`src/core/bias_ctl_pkg.sv`:
```
// Purpose: Shared constants for the DAC code update control block
// Assumes: Commands arrive already deframed from the serial interface
// Notes:   Command bytes other than the configuration ones are arbitrary
package bias_ctl_pkg;

	// ----------------------------------------------------------------
	// Widths
	// ----------------------------------------------------------------
	localparam int CODE_W = 12;
	localparam int WORD_W = 16;
	localparam int CMD_W  = 8;
	localparam int CFG_W  = 12;

	// ----------------------------------------------------------------
	// Command bytes
	// ----------------------------------------------------------------
	localparam logic [7:0] CMD_HWCFG_WR  = 8'h38;
	localparam logic [7:0] CMD_HWCFG_RD  = 8'hB8;
	localparam logic [7:0] CMD_SWCFG_WR  = 8'h3A;
	localparam logic [7:0] CMD_SWCFG_RD  = 8'hBA;
	localparam logic [7:0] CMD_DACIN1_WR = 8'h40;
	localparam logic [7:0] CMD_DACIN2_WR = 8'h41;
	localparam logic [7:0] CMD_DACIO1_WR = 8'h42;
	localparam logic [7:0] CMD_DACIO2_WR = 8'h43;
	localparam logic [7:0] CMD_SETPT1_WR = 8'h44;
	localparam logic [7:0] CMD_SETPT2_WR = 8'h45;
	localparam logic [7:0] CMD_SWLOAD_WR = 8'h46;
	localparam logic [7:0] CMD_DACOUT1_RD = 8'hC2;
	localparam logic [7:0] CMD_DACOUT2_RD = 8'hC3;

	// ----------------------------------------------------------------
	// Software configuration fields, per channel base offset
	// ----------------------------------------------------------------
	localparam int SW_CH_STRIDE = 6;
	localparam int SW_KSRC_LSB  = 0;
	localparam int SW_TCTL_LSB  = 3;
	localparam int SW_LOAD_BIT  = 5;

	// Software load register transfer bits
	localparam int XFER_CH1_BIT = 0;
	localparam int XFER_CH2_BIT = 1;

	// ----------------------------------------------------------------
	// Hardware configuration fields
	// ----------------------------------------------------------------
	localparam int HW_CONV_REF_HI = 3;
	localparam int HW_CONV_REF_LO = 2;
	localparam int HW_DAC_REF_HI  = 1;
	localparam int HW_DAC_REF_LO  = 0;

	// ----------------------------------------------------------------
	// Reset values and special codes
	// ----------------------------------------------------------------
	localparam logic [11:0] CFG_RST   = 12'h000;
	localparam logic [11:0] CODE_RST  = 12'h000;
	localparam logic [11:0] CODE_MAX  = 12'hFFF;
	localparam logic [2:0]  KSRC_NONE = 3'h0;
	localparam logic [1:0]  TCTL_OFF  = 2'h0;

	// Fraction scaling: K is Q0.12, temperature Q1.11, product 2^-23
	localparam int FRAC_SHIFT = 23;
	localparam int K_TO_PROD  = 11;
	localparam int CALC_LAT   = 3;

endpackage

```
`src/core/calc_if.sv`:
```
// Purpose: Carrier between the register bank and the code calculator
// Assumes: One clock domain
// Notes:   ready is high while the calculator is idle
`timescale 1ns/1ps
interface calc_if;
	logic        start;
	logic        ch;
	logic [11:0] setpoint;
	logic [11:0] k_val;
	logic [11:0] t_val;
	logic        use_temp;
	logic        ready;
	logic        done;
	logic        done_ch;
	logic [11:0] code;

	modport bank (output start, ch, setpoint, k_val, t_val, use_temp,
		input ready, done, done_ch, code);
	modport calc (input start, ch, setpoint, k_val, t_val, use_temp,
		output ready, done, done_ch, code);
endinterface

```
`src/core/code_calc.sv`:
```
// Purpose: Computes a DAC code from a setpoint and two table factors
// Assumes: Table factors are already interpolated outside
// Notes:   Fixed latency of three cycles from start to done
`timescale 1ns/1ps
module code_calc (
	input  wire logic clk_in,
	input  wire logic sys_rst_in,
	calc_if.calc      cif
);
	typedef enum logic [1:0] {
		S_IDLE  = 2'b00,
		S_MUL   = 2'b01,
		S_SCALE = 2'b10
	} calc_state_t;

	calc_state_t        state_r;
	logic signed [24:0] factor_r;
	logic        [11:0] set_r;
	logic               ch_r;
	logic               done_r;
	logic        [11:0] code_r;
	logic signed [37:0] scaled;
	logic signed [37:0] total;

	assign cif.ready   = (state_r == S_IDLE);
	assign cif.done    = done_r;
	assign cif.done_ch = ch_r;
	assign cif.code    = code_r;

	// ----------------------------------------------------------------
	// Sequencer
	// ----------------------------------------------------------------
	always_ff @(posedge clk_in) begin
		if (sys_rst_in) begin
			state_r <= S_IDLE;
		end else begin
			case (state_r)
				S_IDLE: begin
					if (cif.start) begin
						state_r <= S_MUL;
					end
				end
				S_MUL:   state_r <= S_SCALE;
				S_SCALE: state_r <= S_IDLE;
				default: state_r <= S_IDLE;
			endcase
		end
	end

	// ----------------------------------------------------------------
	// Factor stage
	// ----------------------------------------------------------------
	always_ff @(posedge clk_in) begin
		if (sys_rst_in) begin
			factor_r <= 25'sh0;
			set_r    <= bias_ctl_pkg::CODE_RST;
			ch_r     <= 1'b0;
		end else if (state_r == S_IDLE && cif.start) begin
			set_r <= cif.setpoint;
			ch_r  <= cif.ch;
			// RULE15: fractional operands
			// RULE21: temperature term dropped
			if (cif.use_temp) begin
				factor_r <= 25'($signed({1'b0, cif.k_val}) * $signed(cif.t_val));
			end else begin
				factor_r <= 25'($signed({1'b0, cif.k_val}) <<< bias_ctl_pkg::K_TO_PROD);
			end
		end
	end

	// RULE14: setpoint times one plus factor
	always_comb begin
		scaled = 38'($signed({1'b0, set_r}) * factor_r) >>> bias_ctl_pkg::FRAC_SHIFT;
		total  = 38'($signed({1'b0, set_r})) + scaled;
	end

	// ----------------------------------------------------------------
	// Result stage
	// ----------------------------------------------------------------
	always_ff @(posedge clk_in) begin
		if (sys_rst_in) begin
			code_r <= bias_ctl_pkg::CODE_RST;
			done_r <= 1'b0;
		end else begin
			done_r <= (state_r == S_SCALE);
			if (state_r == S_SCALE) begin
				// RULE22: clamp to code range
				if (total < 0) begin
					code_r <= bias_ctl_pkg::CODE_RST;
				end else if (total > 38'(bias_ctl_pkg::CODE_MAX)) begin
					code_r <= bias_ctl_pkg::CODE_MAX;
				end else begin
					code_r <= total[11:0];
				end
			end
		end
	end
endmodule

```
`src/core/dac_code_update_control.sv`:
```
// Purpose: Configuration registers and DAC code loading for two channels
// Assumes: Command port is driven by the serial deframer on clk_in
// Notes:   Table values arrive interpolated from table logic outside
//
// Functional notes
// RULE1: Converter reference external when upper select bit is 0, else internal.
// RULE2: DAC reference external when upper select bit is 0, else internal.
// RULE3: Top four configuration bits are ignored and read back as zero.
// RULE4: Channel 2 direct load sends calculation to input and output.
// RULE5: Without direct load, channel 2 output waits for its transfer bit.
// RULE6: Busy pulses after a calculated code when direct load is set.
// RULE7: Bits 10 and 9 are the channel 2 temperature table control.
// RULE8: Bits 8 to 6 select the channel 2 K table source.
// RULE9: Bit 5 is the channel 1 direct load bit.
// RULE10: Bits 4 and 3 are the channel 1 temperature table control.
// RULE11: Bits 2 to 0 select the channel 1 K table source.
// RULE12: Input register write leaves output alone until transfer bit write.
// RULE13: Combined register write sets the output code at once.
// RULE14: Setpoint write starts calculation of setpoint times one plus K times T.
// RULE15: K factor is unsigned fraction, temperature factor signed fraction.
// RULE16: K index from setpoint, parameter or converter; temperature index internal or external.
// RULE17: K source 000 with temperature 00 or 01 passes setpoint only after a sample.
// RULE18: Host must enable converter channels and clock mode for automatic triggers.
// RULE19: Host writes software configuration with 3Ah and reads with BAh.
// RULE20: Converter reference select is bits 3:2, DAC select bits 1:0.
// RULE21: Temperature control 00 blocks temperature triggers and drops its term.
// RULE22: Calculated code is clamped to the unsigned 12-bit range.
`timescale 1ns/1ps
module dac_code_update_control (
	input  wire logic             clk_in,
	input  wire logic             sys_rst_in,
	input  wire logic             cmd_valid_in,
	input  wire logic [7:0]       cmd_byte_in,
	input  wire logic [15:0]      cmd_data_in,
	input  wire logic [1:0][11:0] k_table_value_in,
	input  wire logic [1:0][11:0] temp_table_value_in,
	input  wire logic [1:0]       temp_sample_in,
	input  wire logic [1:0]       k_sample_in,
	output logic      [15:0]      rd_data_out,
	output logic                  rd_valid_out,
	output logic      [11:0]      ch1_dac_code_out,
	output logic      [11:0]      ch2_dac_code_out,
	output logic                  busy_out,
	output logic                  conv_vref_internal_out,
	output logic                  dac_vref_internal_out,
	output logic      [1:0][2:0]  k_source_sel_out,
	output logic      [1:0][1:0]  temp_table_ctl_out
);
	// ----------------------------------------------------------------
	// Field helpers
	// ----------------------------------------------------------------
	function automatic logic [2:0] ksrc_of(input logic [11:0] cfg, input logic ch);
		return ch ? cfg[bias_ctl_pkg::SW_CH_STRIDE + bias_ctl_pkg::SW_KSRC_LSB +: 3]
			: cfg[bias_ctl_pkg::SW_KSRC_LSB +: 3];
	endfunction

	function automatic logic [1:0] tctl_of(input logic [11:0] cfg, input logic ch);
		return ch ? cfg[bias_ctl_pkg::SW_CH_STRIDE + bias_ctl_pkg::SW_TCTL_LSB +: 2]
			: cfg[bias_ctl_pkg::SW_TCTL_LSB +: 2];
	endfunction

	function automatic logic load_of(input logic [11:0] cfg, input logic ch);
		return ch ? cfg[bias_ctl_pkg::SW_CH_STRIDE + bias_ctl_pkg::SW_LOAD_BIT]
			: cfg[bias_ctl_pkg::SW_LOAD_BIT];
	endfunction

	function automatic logic is_wr(input logic v, input logic [7:0] b, input logic [7:0] c);
		return v && (b == c);
	endfunction

	// ----------------------------------------------------------------
	// State
	// ----------------------------------------------------------------
	logic [11:0]      swcfg_r;
	logic [11:0]      hwcfg_r;
	logic [1:0][11:0] dac_in_r;
	logic [1:0][11:0] dac_out_r;
	logic [1:0][11:0] setpt_r;
	logic [1:0]       pend_r;
	logic [1:0]       pend_nxt;
	logic [1:0]       seen_r;
	logic [1:0]       have_set_r;
	logic [1:0]       set_req;
	logic [1:0]       wr_in;
	logic [1:0]       wr_io;
	logic [1:0]       wr_set;
	logic [1:0]       xfer;
	logic             issue;
	logic             issue_ch;
	logic             busy_r;
	logic [15:0]      rd_data_r;
	logic             rd_valid_r;

	calc_if cif ();

	code_calc u_calc (
		.clk_in     (clk_in),
		.sys_rst_in (sys_rst_in),
		.cif        (cif)
	);

	// ----------------------------------------------------------------
	// Command decode
	// ----------------------------------------------------------------
	always_comb begin
		wr_in  = {is_wr(cmd_valid_in, cmd_byte_in, bias_ctl_pkg::CMD_DACIN2_WR),
			is_wr(cmd_valid_in, cmd_byte_in, bias_ctl_pkg::CMD_DACIN1_WR)};
		wr_io  = {is_wr(cmd_valid_in, cmd_byte_in, bias_ctl_pkg::CMD_DACIO2_WR),
			is_wr(cmd_valid_in, cmd_byte_in, bias_ctl_pkg::CMD_DACIO1_WR)};
		wr_set = {is_wr(cmd_valid_in, cmd_byte_in, bias_ctl_pkg::CMD_SETPT2_WR),
			is_wr(cmd_valid_in, cmd_byte_in, bias_ctl_pkg::CMD_SETPT1_WR)};
		xfer   = is_wr(cmd_valid_in, cmd_byte_in, bias_ctl_pkg::CMD_SWLOAD_WR)
			? {cmd_data_in[bias_ctl_pkg::XFER_CH2_BIT], cmd_data_in[bias_ctl_pkg::XFER_CH1_BIT]}
			: 2'h0;
	end

	// ----------------------------------------------------------------
	// Configuration registers
	// ----------------------------------------------------------------
	always_ff @(posedge clk_in) begin
		if (sys_rst_in) begin
			swcfg_r <= bias_ctl_pkg::CFG_RST;
			hwcfg_r <= bias_ctl_pkg::CFG_RST;
		end else begin
			// RULE19: configuration command bytes
			// RULE3: upper nibble dropped
			if (is_wr(cmd_valid_in, cmd_byte_in, bias_ctl_pkg::CMD_SWCFG_WR)) begin
				swcfg_r <= cmd_data_in[bias_ctl_pkg::CFG_W-1:0];
			end
			if (is_wr(cmd_valid_in, cmd_byte_in, bias_ctl_pkg::CMD_HWCFG_WR)) begin
				hwcfg_r <= cmd_data_in[bias_ctl_pkg::CFG_W-1:0];
			end
		end
	end

	// RULE1: converter reference decode
	// RULE20: reference field positions
	assign conv_vref_internal_out = hwcfg_r[bias_ctl_pkg::HW_CONV_REF_HI];
	// RULE2: DAC reference decode
	assign dac_vref_internal_out  = hwcfg_r[bias_ctl_pkg::HW_DAC_REF_HI];

	// RULE7: channel field decode
	// RULE8: channel 2 K source
	// RULE10: channel 1 temperature control
	// RULE11: channel 1 K source
	always_comb begin
		for (int c = 0; c < 2; c++) begin
			k_source_sel_out[c]   = ksrc_of(swcfg_r, 1'(c));
			temp_table_ctl_out[c] = tctl_of(swcfg_r, 1'(c));
		end
	end

	// ----------------------------------------------------------------
	// Calculation triggers
	// ----------------------------------------------------------------
	always_comb begin
		for (int c = 0; c < 2; c++) begin
			// RULE16: sampled table sources retrigger
			// RULE21: temperature trigger gated
			set_req[c] = have_set_r[c] && (
				(temp_sample_in[c] && tctl_of(swcfg_r, 1'(c)) != bias_ctl_pkg::TCTL_OFF) ||
				(k_sample_in[c] && ksrc_of(swcfg_r, 1'(c)) != bias_ctl_pkg::KSRC_NONE));
			// RULE14: setpoint write starts calculation
			// RULE17: plain pass needs a prior sample
			if (wr_set[c]) begin
				if (ksrc_of(swcfg_r, 1'(c)) == bias_ctl_pkg::KSRC_NONE
					&& tctl_of(swcfg_r, 1'(c)) < 2'h2) begin
					set_req[c] = set_req[c] || seen_r[c];
				end else begin
					set_req[c] = 1'b1;
				end
			end
		end
		issue    = cif.ready && (pend_r != 2'h0);
		issue_ch = !pend_r[0];
		pend_nxt = pend_r;
		if (issue) begin
			pend_nxt[issue_ch] = 1'b0;
		end
		// New request wins over the clear
		pend_nxt = pend_nxt | set_req;
	end

	always_ff @(posedge clk_in) begin
		if (sys_rst_in) begin
			pend_r     <= 2'h0;
			seen_r     <= 2'h0;
			have_set_r <= 2'h0;
			setpt_r    <= '0;
		end else begin
			pend_r     <= pend_nxt;
			seen_r     <= seen_r | temp_sample_in | k_sample_in;
			have_set_r <= have_set_r | wr_set;
			for (int c = 0; c < 2; c++) begin
				if (wr_set[c]) begin
					setpt_r[c] <= cmd_data_in[bias_ctl_pkg::CODE_W-1:0];
				end
			end
		end
	end

	assign cif.start    = issue;
	assign cif.ch       = issue_ch;
	assign cif.setpoint = setpt_r[issue_ch];
	assign cif.k_val    = (ksrc_of(swcfg_r, issue_ch) == bias_ctl_pkg::KSRC_NONE)
		? bias_ctl_pkg::CODE_RST : k_table_value_in[issue_ch];
	assign cif.t_val    = temp_table_value_in[issue_ch];
	assign cif.use_temp = (tctl_of(swcfg_r, issue_ch) != bias_ctl_pkg::TCTL_OFF);

	// ----------------------------------------------------------------
	// DAC input and output registers
	// ----------------------------------------------------------------
	// Host writes land after the calculator so they win a same-cycle clash
	always_ff @(posedge clk_in) begin
		if (sys_rst_in) begin
			dac_in_r  <= '0;
			dac_out_r <= '0;
		end else begin
			for (int c = 0; c < 2; c++) begin
				// RULE4: direct load both registers
				// RULE9: channel 1 direct load bit
				if (cif.done && cif.done_ch == 1'(c)) begin
					dac_in_r[c] <= cif.code;
					if (load_of(swcfg_r, 1'(c))) begin
						dac_out_r[c] <= cif.code;
					end
				end
				// RULE5: transfer bit moves input to output
				// RULE12: output waits for transfer
				if (xfer[c]) begin
					dac_out_r[c] <= dac_in_r[c];
				end
				if (wr_in[c] || wr_io[c]) begin
					dac_in_r[c] <= cmd_data_in[bias_ctl_pkg::CODE_W-1:0];
				end
				// RULE13: combined write is immediate
				if (wr_io[c]) begin
					dac_out_r[c] <= cmd_data_in[bias_ctl_pkg::CODE_W-1:0];
				end
			end
		end
	end

	assign ch1_dac_code_out = dac_out_r[0];
	assign ch2_dac_code_out = dac_out_r[1];

	// RULE6: busy pulse on direct load
	always_ff @(posedge clk_in) begin
		if (sys_rst_in) begin
			busy_r <= 1'b0;
		end else begin
			busy_r <= cif.done && load_of(swcfg_r, cif.done_ch);
		end
	end

	assign busy_out = busy_r;

	// ----------------------------------------------------------------
	// Read back
	// ----------------------------------------------------------------
	always_ff @(posedge clk_in) begin
		if (sys_rst_in) begin
			rd_data_r  <= 16'h0000;
			rd_valid_r <= 1'b0;
		end else begin
			rd_valid_r <= cmd_valid_in && cmd_byte_in[7];
			// Held between reads, so idle bus noise never shows here
			if (cmd_valid_in && cmd_byte_in[7]) begin
				case (cmd_byte_in)
					bias_ctl_pkg::CMD_SWCFG_RD:   rd_data_r <= {4'h0, swcfg_r};
					bias_ctl_pkg::CMD_HWCFG_RD:   rd_data_r <= {4'h0, hwcfg_r};
					bias_ctl_pkg::CMD_DACOUT1_RD: rd_data_r <= {4'h0, dac_out_r[0]};
					bias_ctl_pkg::CMD_DACOUT2_RD: rd_data_r <= {4'h0, dac_out_r[1]};
					default:                      rd_data_r <= 16'h0000;
				endcase
			end
		end
	end

	assign rd_data_out  = rd_data_r;
	assign rd_valid_out = rd_valid_r;
endmodule

```
`config.mk`:
```
export PLATFORM = sky130hd
export DESIGN_NAME = dac_code_update_control
export DESIGN_NICKNAME = d
export VERILOG_FILES = /design/src/core/bias_ctl_pkg.sv /design/src/core/calc_if.sv /design/src/core/code_calc.sv /design/src/core/dac_code_update_control.sv
export SDC_FILE = /design/constraint.sdc
export NUM_CORES = 1
export LEC_CHECK = 0
export BUFFER_PORTS_ARGS = -buffer_cell sky130_fd_sc_hd__buf_2
export CORE_ASPECT_RATIO = 0.8
export CORE_MARGIN = 1
export CORE_UTILIZATION = 25
export CTS_CLUSTER_DIAMETER = 150
export DETAILED_ROUTE_END_ITERATION = 10
export PLACE_DENSITY = 0.42
export RECOVER_POWER = 50
export SLEW_MARGIN = 20
export SYNTH_ARGS = -nofsm -noshare
export SYNTH_HDL_FRONTEND = slang
export SYNTH_SLANG_ARGS = --single-unit
```
`constraint.sdc`:
```
create_clock -name clk_in -period 15.4 [get_ports clk_in]
set_input_delay 0 -clock clk_in [delete_from_list [all_inputs] [get_ports clk_in]]
set_output_delay 0 -clock clk_in [all_outputs]
set_load 0.05 [all_outputs]
```
* Word-level counts from Yosys, hierarchy flattened
Cells that the tools add are included.
** Word-level totals
- Register bits :: 173
- Output and inout bits :: 54
- Word-level logic and storage cells :: 137
** Operators by class
- $add $sub $neg :: 1
- Multiply operators :: 2
- Order comparisons :: 6
- Equal/unequal tests :: 16
- Muxes and demuxes :: 36
- Bitwise operators :: 7
- Reductions and logical operators :: 49
** Operator list (number)
- $mux W12 :: 21
- $eq A8 B7 Y1 const B :: 7
- $pmux W12 S4 :: 1
- $gt A38 B12 Y1 const B :: 1
- $lt A38 B1 Y1 const B :: 1
- $mul A13 B25 Y38 :: 1
- $eq A8 B8 Y1 const B :: 4
- $mul A13 B12 Y25 :: 1
- $mux W25 :: 1
- $logic_and A1 B1 Y1 :: 24
- $reduce_bool A3 Y1 :: 6
- $add A13 B15 Y16 :: 1
- $eq A8 B6 Y1 const B :: 2
- $reduce_bool A2 Y1 :: 6
- $logic_not A3 Y1 :: 3
- $mux W2 :: 4
- $or A2 B2 Y2 :: 4
- $logic_or A1 B1 Y1 :: 6
- $mux W1 :: 6
- $lt A2 B2 Y1 const B :: 2
- $pmux W2 S2 :: 1
- $reduce_and A2 Y1 :: 2
- $mux W3 :: 1
- $and A2 B2 Y2 :: 1
- other kinds (10) :: 10

* Logic depth before layout (Yosys ltp)
Gate-level depths: netlist of the first run.
- Depth after elaboration :: 9
- Gate-level depth with buffers :: 36
- Gate-level depth less buffers :: 33

* Modules after synthesis
From an unflattened synthesis of the first run, not the netlist that was laid out.
** Unflattened totals
- Cell total of the unflattened synthesis :: 2758
- Area total of the unflattened synthesis :: 23742.8 um^2
** Modules (own cells, without submodules)
- code_calc :: instances 1, cells each 2019, area an instance 17493.0 um^2
- dac_code_update_control :: instances 1, cells each 739, area an instance 6249.7 um^2

* Worst setup path after synthesis of the first run
No wires, ideal clock.
- Path type :: register to register
- From :: register u_calc.set_r[4]
- To :: register u_calc.code_r[4], in the netlist u_calc.cif.code[4]
- Arrival :: 7.623 ns
- Setup slack :: 7.631 ns
- Stages on the path, launching flop included :: 36
- Clock period less this slack :: 7.769 ns
- Cell sequence :: dfxtp_1 > clkbuf_1 > clkbuf_1 > nand2_1 > fa_1 > fa_1 > inv_1 > fa_1 > fa_1 > inv_1 > fa_1 > inv_1 > ha_1 > a21o_1 > a21o_1 > a21o_1 > a21o_1 > a21o_1 > a21oi_1 > o21bai_1 > nor3_1 > a21oi_1 > xnor2_1 > ha_1 > fa_1 > a21o_1 > a21oi_1 > o21bai_1 > a21oi_1 > o21ai_0 > a41oi_1 > o2bb2ai_1 > mux2i_1 > o2bb2ai_1 > buf_6 > a221oi_2
** On the way
- Longest elaborated chain between the ends :: 5
** Ends and longest elaborated chain
- from (decl) :: line code_calc.sv:18 : logic [11:0] set_r;
- from (signal assigned) :: line code_calc.sv:56 : set_r <= bias_ctl_pkg::CODE_RST;
- from (signal assigned) :: line code_calc.sv:59 : set_r <= cif.setpoint;
- $mul A13 B25 Y38 :: line code_calc.sv:73 : scaled = 38'($signed({1'b0, set_r}) * factor_r) >>> bias_ctl_pkg::FRAC_SHIFT;
- $add A13 B15 Y16 (*) :: line code_calc.sv:74 : total = 38'($signed({1'b0, set_r})) + scaled;
- $gt A38 B12 Y1 :: line code_calc.sv:90 : end else if (total > 38'(bias_ctl_pkg::CODE_MAX)) begin
- $mux W12 :: line code_calc.sv:90
- $mux W12 (*) :: line code_calc.sv:88 : if (total < 0) begin
- to (signal assigned) :: line code_calc.sv:89 : code_r <= bias_ctl_pkg::CODE_RST;
- to (signal assigned) :: line code_calc.sv:91 : code_r <= bias_ctl_pkg::CODE_MAX;
- to (signal assigned) :: line code_calc.sv:93 : code_r <= total[11:0];
- to (decl) :: line code_calc.sv:21 : logic [11:0] code_r;
Every way passes the cells marked *; elsewhere a longest branch is shown, timed or not.
A chain may end at the register's enable or synchronous reset.

* Final worst setup path of the first run
- From :: register u_calc.set_r[2]
- To :: register u_calc.code_r[11], in the netlist u_calc.cif.code[11]
The elaborated chain is that of the path after synthesis.

==> key figures, run 1 <==
Outcome
  • Status: finished with violations
  • Failing checks: max-capacitance violations, max-slew violations

Critical path
  • Critical path arrival: 9250 ps
  • Crit end category: flop
  • Slowest CP cell: dfxtp_1
  • Max Fanout on Critical Path: 15
  • Crit Path Category: reg2reg
  • Startpoint types: flop
  • CP required: 15540 ps
  • Slowest stage delay, CP: 650 ps

Power
  • Pwr Total: 983 uW
  • Cell Pwr Density: 38.5 nW/um2
  • Peak VDD IR: 0.0606 mV
  • Static Leakage: 11.9 nW

Clock tree
  • Longest Clk Path Bufs: 2
  • CTS root buf: clkbuf_16
  • Post-CTS Setup Bufs: 0
  • Clock-pin slew on the worst setup and hold paths: 80 ps
  • CTS tree: done
  • Clk sink count: 169
  • TritonCTS Buffers: 17
  • H-Tree Level Count: 4
  • Latest clock arrival within the worst-skew pair: 450 ps

Timing
  • Relative max-transition margin: -209%
  • Final hold viol count: 0
  • RSZ-0062 raised after global routing: no
  • Tmin final: 9110 ps
  • TNS Setup: 0 ps
  • Slew @ Worst Pin: 4630 ps
  • F_max: 110 MHz
  • Min setup slack post-route: 6290 ps
  • Fin crit share: 59.2%
  • Clock Skews: 26.5 ps
  • Final slew viol count: 174
  • WHS: 102 ps
  • Final setup viols: 0

Detailed routing
  • DR vias/cell: 4.37
  • Wire length per cell: 16.4 um
  • WL final: 64.5 mm
  • Drt pass-1 iters: 5
  • Final ANT Viol Nets: 0
  • Initial drt markers: 1034
  • Drc violations: 0
  • Via count: 17100

Global route
  • Vias in the first global route: 17600
  • Total gr overflow: 0
  • Largest net degree at the start of global routing: 99
  • Total track usage: 13.9%
  • First-pass GRT wire length: 103 mm
  • Antenna violations before repair: 0

Cells and area
  • Fill count: 9951
  • Layout area overhead: 10.4%
  • Design Area, Final: 25500 um2
  • Final net count: 3314
  • Ant diodes: 0
  • Share of cells above drive strength 1: 6.35%
  • Cell Count, Final, Fillers Out: 3922
  • Fin util: 27.9%

Synth
  • Prevailing post-synth register cell: dfxtp_1
  • #FFs+latches synth: 169
  • Synth top area cells: fa_1 32%, dfxtp_1 15%, ha_1 9.1%
  • Gate Count Post-Synth: 2680
  • Register area share after synthesis: 14.6%
  • Top cell type's share of synthesized area: 31.9%
  • Yosys warning count: 0
  • Mean Syn Cell Area: 8.63 um2
  • Most frequent cell after synthesis: inv_1
  • Most frequent cells after synthesis: 462 x inv_1, 369 x fa_1, 332 x nand2_1
  • Post-synth EDFFs: 0
  • Post-synthesis cell area: 23100 um2
  • Post-synth top area cell: fa_1
  • Asr flop ratio synth: 0%
  • Netlist cell types: 64

Placement
  • Number of buffers added on ports: 124
  • Placer congestion estimate: 0.776
  • Post-Place Cells: 3873
  • Dpl cell area: 24800 um2
  • Pre-CTS setup slack: 6420 ps
  • Detailed-placement wirelength estimate: 50.4 mm

Min path
  • Hold WC Path Type: in2reg

Flow run
  • Maxcap violations: 2

Die
  • Core area: 91400 um2
  • Die area: 93700 um2
  • Die span in x: 342 um
  • Die height: 274 um
  • IO Pins: 133
  • Rows: 99
  • Initial cell density of the core: 25.3%
[state kept, by name, indices dropped and copies added, names as in the netlist, 2 cells and up]
name              count
u_calc.factor_r      25
dac_in_r             24
setpt_r              24
ch1_dac_code_out     12
ch2_dac_code_out     12
hwcfg_r              12
rd_data_out          12
swcfg_r              12
u_calc.cif.code      12
u_calc.set_r         12
have_set_r            2
pend_r                2
seen_r                2
u_calc.state_r        2
[power by group]
| group | internal (mW) | switching [mW] | total, mW |
|---|---|---|---|
| logic | 0.0280 | 0.0588 | 0.0868 |
| registers | 0.439 | 0.00181 | 0.441 |
| clock network | 0.236 | 0.219 | 0.455 |
[layer usage]
metal  global-route usage [%]  wire length (um)
met5                        0                 0
met4                     2.31               648
met3                     1.36              2150
met2                     20.4             26400
met1                     21.9             35300
[logic make-up after synthesis]
kind of cell | count (synthesis) | synth area share [%]
other | 1 | 0.0162
AOI/OAI and AO/OA | 296 | 9.09
buffers and inverters | 638 | 10.6
and+or+nand+nor | 862 | 17.1
adders and majority gates | 538 | 41.1
xor gates and xnor gates | 43 | 1.63
DFF | 169 | 14.6
muxes | 133 | 5.83
[area by class of cell]
class | count | area, um2 | share of cell area, %
flip-flops and latches | 169 | 3380 | 13.3
repair buffers | 171 | 948 | 3.72
multi-input cells | 1876 | 17300 | 67.8
well taps | 1212 | 1520 | 5.94
inverters | 462 | 1730 | 6.79
clock inverters | 15 | 200 | 0.784
clock buffers | 17 | 425 | 1.67
[cell usage in the layout, fill, tap and decap left out, types with 11 or more instances in the layout]
cell / instances
nand2_1: 332
nor2_1: 227
a311oi_1: 28
xnor2_1: 31
buf_4: 29
xor2_1: 12
a21oi_1: 82
mux2i_1: 120
nand3_1: 44
mux2_2: 13
or3_1: 17
clkbuf_1: 52
clkbuf_16: 17
nor3_1: 24
dlygate4sd3_1: 17
a21o_1: 21
and2_1: 156
dfxtp_1: 168
inv_1: 462
o221ai_1: 12
a211oi_1: 47
nand2b_1: 11
o21ai_0: 32
fa_1: 369
and3_1: 13
buf_2: 73
ha_1: 169
a221oi_2: 11
[worst paths after layout]
path | from | end | slack (ps) | cells after the start
worst max-delay path | u_calc.set_r[2] | u_calc.cif.code[11] | 6290 | 31
worst min-delay path | cmd_data_in[0] | dac_in_r[12] | 100 | 3
worst max register to register | u_calc.set_r[2] | u_calc.cif.code[11] | 6290 | 31
worst min register to register | have_set_r[1] | have_set_r[1] | 460 | 2
[worst max-delay path: cells and delay by family (launching register included)]
kind	cells	cell delay, ps
buffers and inverters	3	460
adders and majority gates	7	2480
and+or+nand+nor	5	1330
AOI/OAI and AO/OA	15	3560
xor gates and xnor gates	1	260
DFF	1	650
[what timing repair did]
action / in CTS / in global routing
hold buffers: 17 / 0
hold endpoints to repair: 62 / 0
setup endpoints to repair: 0 / 0
gates resized for setup: 0 / 0
No activity file was read; power rests on OpenSTA's default activity.
==> run 2: changes to the inputs <==
- clock period: 15.4 -> 8.4 ns (I/O delays scaled with it)
==> key figures, run 2 (same netlist as run 1, synthesis figures left out) <==
Placement
  • Pre-CTS setup slack: 249 ps (was 6420 ps)
  • Post-Place Cells: 3927 (was 3873)
  • Detailed-placement wirelength estimate: 52.4 mm (was 50.4 mm)
  • Placer congestion estimate: 0.790 (was 0.776)
  • Dpl cell area: 25300 um2 (was 24800 um2)
  • Number of buffers added on ports: 124 (unchanged)

Timing
  • Clock Skews: 14.3 ps (was 26.5 ps)
  • F_max: 127 MHz (was 110 MHz)
  • TNS Setup: 0 ps (unchanged)
  • Fin crit share: 93.6% (was 59.2%)
  • RSZ-0062 raised after global routing: no (unchanged)
  • Min setup slack post-route: 534 ps (was 6290 ps)
  • WHS: 46.0 ps (was 102 ps)
  • Final hold viol count: 0 (unchanged)
  • Final slew viol count: 22 (was 174)
  • Relative max-transition margin: -4.29% (was -209%)
  • Tmin final: 7870 ps (was 9110 ps)
  • Final setup viols: 0 (unchanged)
  • Slew @ Worst Pin: 1560 ps (was 4630 ps)

Cells and area
  • Commonest non-fill, non-tap cell in the layout: inv_1 (unchanged)
  • Final net count: 3368 (was 3314)
  • Share of cells above drive strength 1: 8.25% (was 6.35%)
  • Most frequent cells in the layout: 462 x inv_1, 369 x fa_1, 332 x nand2_1 (unchanged)
  • Fin util: 28.5% (was 27.9%)
  • Design Area, Final: 26000 um2 (was 25500 um2)
  • Reg with most FFs: u_calc.factor_r (unchanged)
  • Ant diodes: 0 (unchanged)
  • Layout area overhead: 12.6% (was 10.4%)
  • Top Registers: u_calc.factor_r x25, dac_in_r x24, setpt_r x24 (unchanged)
  • Cell Count, Final, Fillers Out: 3976 (was 3922)
  • Max FFs per register: 25 (unchanged)
  • Fill count: 9944 (was 9951)

Critical path
  • Max Fanout on Critical Path: 12 (was 15)
  • Crit end category: flop (unchanged)
  • Crit Path Category: reg2reg (unchanged)
  • Slowest stage delay, CP: 580 ps (was 650 ps)
  • Family with the most delay on the worst path: adder cells (was compound AO/OA/AOI/OAI gates)
  • Slowest CP cell: or4_4 (was dfxtp_1)
  • WP buf/inv: 4 (was 3)
  • Critical path arrival: 8160 ps (was 9250 ps)
  • Worst Setup SP: u_calc.factor_r[8] (was u_calc.set_r[2])
  • Worst flop-to-flop path startpoint: u_calc.factor_r[8] (was u_calc.set_r[2])
  • CP required: 8700 ps (was 15540 ps)
  • CP dominant cell by count: fa_1
  • Startpoint types: flop (unchanged)

Clock tree
  • Longest Clk Path Bufs: 2 (unchanged)
  • CTS root buf: clkbuf_16 (unchanged)
  • CTS tree: done (unchanged)
  • Clock-pin slew on the worst setup and hold paths: 70 ps (was 80 ps)
  • Post-CTS Setup Bufs: 0 (unchanged)
  • TritonCTS Buffers: 17 (unchanged)
  • Clk sink count: 169 (unchanged)
  • Latest clock arrival within the worst-skew pair: 460 ps (was 450 ps)
  • H-Tree Level Count: 4 (unchanged)

Detailed routing
  • WL final: 66.0 mm (was 64.5 mm)
  • DR vias/cell: 4.40 (was 4.37)
  • Drt pass-1 iters: 5 (unchanged)
  • Initial drt markers: 881 (was 1034)
  • Wire length per cell: 16.6 um (was 16.4 um)
  • Met3 Routed Length: 2.29 mm (was 2.15 mm)
  • WL met2: 26.7 mm (was 26.4 mm)
  • Final ANT Viol Nets: 0 (unchanged)
  • Via count: 17500 (was 17100)
  • Top routing layer in use: met4 (unchanged)
  • Drc violations: 0 (unchanged)
  • Met1 wire length: 36.2 mm (was 35.3 mm)

Power
  • Pwr Total: 1.80 mW (was 983 uW)
  • Cell Pwr Density: 69.0 nW/um2 (was 38.5 nW/um2)
  • Static Leakage: 12.2 nW (was 11.9 nW)
  • Peak VDD IR: 0.156 mV (was 0.0606 mV)

Outcome
  • Failing checks: max-capacitance violations, max-slew violations (unchanged)
  • Status: finished with violations (unchanged)

Global route
  • First-pass GRT wire length: 106 mm (was 103 mm)
  • Largest net degree at the start of global routing: 108 (was 99)
  • Antenna violations before repair: 0 (unchanged)
  • Total gr overflow: 0 (unchanged)
  • Total track usage: 14.4% (was 13.9%)
  • Vias in the first global route: 18100 (was 17600)

Flow run
  • Maxcap violations: 1 (was 2)

Die
  • Initial cell density of the core: 25.3% (unchanged)
  • Die span in x: 342 um (unchanged)
  • Die area: 93700 um2 (unchanged)
  • Rows: 99 (unchanged)
  • IO Pins: 133 (unchanged)
  • Core area: 91400 um2 (unchanged)
  • Die height: 274 um (unchanged)

Min path
  • Hold_sp: sys_rst_in (was cmd_data_in[0])
  • Hold WC Path Type: in2reg (unchanged)
[run 2: power breakdown]
group	switching (mW)	internal (mW)
clock	0.380	0.447
combinational	0.109	0.0525
sequential	0.00307	0.806
[run 2: worst paths after layout]
check / to / slack, ps / cells past startpoint
setup / recovery: u_calc.cif.code[11] / 530 / 31
hold / removal: seen_r[0] / 50 / 2
setup reg to reg: u_calc.cif.code[11] / 530 / 31
hold reg to reg: have_set_r[1] / 450 / 2
[run 2: cell type report]
type | instances | area (um2) | area share [%]
multi-input cells | 1876 | 17300 | 66.6
flip-flops and latches | 169 | 3390 | 13.0
inverters | 462 | 1730 | 6.66
well taps | 1212 | 1520 | 5.83
repair buffers | 225 | 1470 | 5.63
clock buffers | 19 | 433 | 1.66
clock inverters | 13 | 155 | 0.596
[run 2: repair_timing]
item | CTS | global route
resized for setup | 0 | 10
hold buffers | 17 | 0
setup endpoints to repair | 0 | 12
hold endpoints to repair | 70 | 0
[run 2: routing by layer]
metal,up-vias,global-route usage [%]
met5,-,0
met4,0,2.93
met3,50,1.37
met2,327,21.1
met1,8552,22.5
li1,8549,-
==> run 3: changes to the inputs <==
- CELL_PAD_IN_SITES_DETAIL_PLACEMENT: unset -> 1
- CELL_PAD_IN_SITES_GLOBAL_PLACEMENT: unset -> 1
- PLACE_DENSITY: 0.42 -> 0.51
==> key figures, run 3 (same netlist as run 1, synthesis figures left out) <==
Timing
  • Final hold viol count: 0 (unchanged)
  • Fin crit share: 94.3% (was 93.6%)
  • Final slew viol count: 0 (was 22)
  • Clock Skews: 13.0 ps (was 14.3 ps)
  • Tmin final: 7920 ps (was 7870 ps)
  • Slew @ Worst Pin: 1420 ps (was 1560 ps)
  • F_max: 126 MHz (was 127 MHz)
  • Relative max-transition margin: 5.52% (was -4.29%)
  • TNS Setup: 0 ps (unchanged)
  • Final setup viols: 0 (unchanged)

Detailed routing
  • Via count: 18100 (was 17500)
  • Top routing layer in use: met4 (unchanged)
  • DR vias/cell: 4.56 (was 4.40)
  • Final ANT Viol Nets: 0 (unchanged)
  • WL met2: 31.7 mm (was 26.7 mm)
  • Wire length per cell: 17.8 um (was 16.6 um)
  • Met1 wire length: 36.0 mm (was 36.2 mm)
  • Drc violations: 0 (unchanged)
  • Met3 Routed Length: 2.00 mm (was 2.29 mm)
  • Initial drt markers: 716 (was 881)
  • WL final: 70.5 mm (was 66.0 mm)
  • Drt pass-1 iters: 5 (unchanged)

Global route
  • Total track usage: 15.3% (was 14.4%)
  • Antenna violations before repair: 0 (unchanged)
  • Total gr overflow: 0 (unchanged)
  • First-pass GRT wire length: 113 mm (was 106 mm)
  • Largest net degree at the start of global routing: 115 (was 108)
  • Vias in the first global route: 19900 (was 18100)

Outcome
  • Status: finished, final reports clean (was finished with violations)

Cells and area
  • Layout area overhead: 12.2% (was 12.6%)
  • Ant diodes: 0 (unchanged)
  • Cell Count, Final, Fillers Out: 3969 (was 3976)
  • Top Registers: u_calc.factor_r x25, dac_in_r x24, setpt_r x24 (unchanged)
  • Commonest non-fill, non-tap cell in the layout: inv_1 (unchanged)
  • Max FFs per register: 25 (unchanged)
  • Share of cells above drive strength 1: 8.38% (was 8.25%)
  • Most frequent cells in the layout: 462 x inv_1, 369 x fa_1, 332 x nand2_1 (unchanged)
  • Reg with most FFs: u_calc.factor_r (unchanged)
  • Final net count: 3361 (was 3368)
  • Fin util: 28.4% (was 28.5%)

Flow run
  • Maxcap violations: 0 (was 1)

Die
  • Die span in x: 342 um (unchanged)
  • Initial cell density of the core: 25.3% (unchanged)
  • Core area: 91400 um2 (unchanged)
  • Rows: 99 (unchanged)
  • Die area: 93700 um2 (unchanged)
  • Die height: 274 um (unchanged)
  • IO Pins: 133 (unchanged)

Critical path
  • Crit end category: flop (unchanged)
  • CP required: 8700 ps (about the same)
  • Slowest CP cell: fa_1 (was or4_4)
  • Critical path arrival: 8220 ps (was 8160 ps)
  • Max Fanout on Critical Path: 14 (was 12)
  • Family with the most delay on the worst path: adder cells (unchanged)
  • Startpoint types: flop (unchanged)
  • Slowest stage delay, CP: 560 ps (was 580 ps)
  • WP buf/inv: 6 (was 4)
  • Crit Path Category: reg2reg (unchanged)
  • FF-to-FF setup slack: 480 ps (was 530 ps)

Clock tree
  • TritonCTS Buffers: 17 (unchanged)
  • CTS tree: done (unchanged)
  • Latest clock arrival within the worst-skew pair: 460 ps (about the same)
  • Longest Clk Path Bufs: 2 (unchanged)
  • H-Tree Level Count: 4 (unchanged)
  • CTS root buf: clkbuf_16 (unchanged)
  • Clk sink count: 169 (unchanged)
  • Clock-pin slew on the worst setup and hold paths: 80 ps (was 70 ps)

Power
  • Static Leakage: 12.2 nW (about the same)
  • Cell Pwr Density: 69.9 nW/um2 (was 69.0 nW/um2)
  • Peak VDD IR: 0.139 mV (was 0.156 mV)

Placement
  • Placer congestion estimate: 0.799 (was 0.790)
  • Number of buffers added on ports: 124 (unchanged)
  • Detailed-placement wirelength estimate: 57.9 mm (was 52.4 mm)
  • Post-Place Cells: 3919 (was 3927)

Min path
  • Hold WC Path Type: in2reg (unchanged)
==> run 3: changes by cell type in the layout (fill, tap and decap cells not counted), sizes merged <==
cell,before,now
buf,154,147
bufinv,2,1
clkbuf,73,71
clkinv,0,7
clkinvlp,3,1
inv,470,468
==> run 3: worst paths after layout <==
| kind | endpoint | startpoint | depth (start not counted) |
|---|---|---|---|
| max | u_calc.cif.code[11] | u_calc.set_r[1] | 35 |
| min | seen_r[0] | sys_rst_in | 2 |
| max reg2reg | u_calc.cif.code[11] | u_calc.set_r[1] | 35 |
| min reg2reg | have_set_r[1] | have_set_r[1] | 2 |
==> run 3: cell type report <==
type,count,area (um2)
Clock buffer,17,425
Clock inverter,15,206
Fill cell,10800,65500
Inverter,462,1730
Multi-Input combinational cell,1876,17400
Sequential cell,169,3390
Tap cell,1212,1520
Timing Repair Buffer,218,1320
==> run 3: timing repair <==
item                                    in CTS  in global routing
endpoints found under the setup margin       0                 12
hold endpoints to repair                    66                  0
gates resized for setup                      0                 18
buffers inserted                             0                  1
hold buffers                                17                  0
==> run 3: stage by stage <==
stage | power [mW] | hold WS (ps) | setup WS, ps | area, um2
6_report | 1.81 | 64.2 | 479 | 26000
5_1_grt | 1.89 | 81.5 | -0.373 | 26000
4_1_cts | 1.84 | 36.2 | 109 | 26000
3_5_place_dp | 0.983 | 241 | 177 | 25200
3_3_place_gp | 0.981 | 229 | 303 | 25200
2_1_floorplan | 0.927 | 120 | 631 | 23100
==> run 3: where the power goes <==
| group | total, mW | internal, mW | switching (mW) | leakage [nW] |
|---|---|---|---|---|
| Combinational | 0.160 | 0.0522 | 0.107 | 10.5 |
| Clock | 0.845 | 0.433 | 0.412 | 0.303 |
| Sequential | 0.809 | 0.805 | 0.00347 | 1.37 |
==> run 3: per-layer routing <==
layer,vias to the layer above,global-route usage (%)
met4,0,2.87
met1,9296,22.3
met3,46,1.53
met5,-,0
li1,8517,-
met2,236,24.6
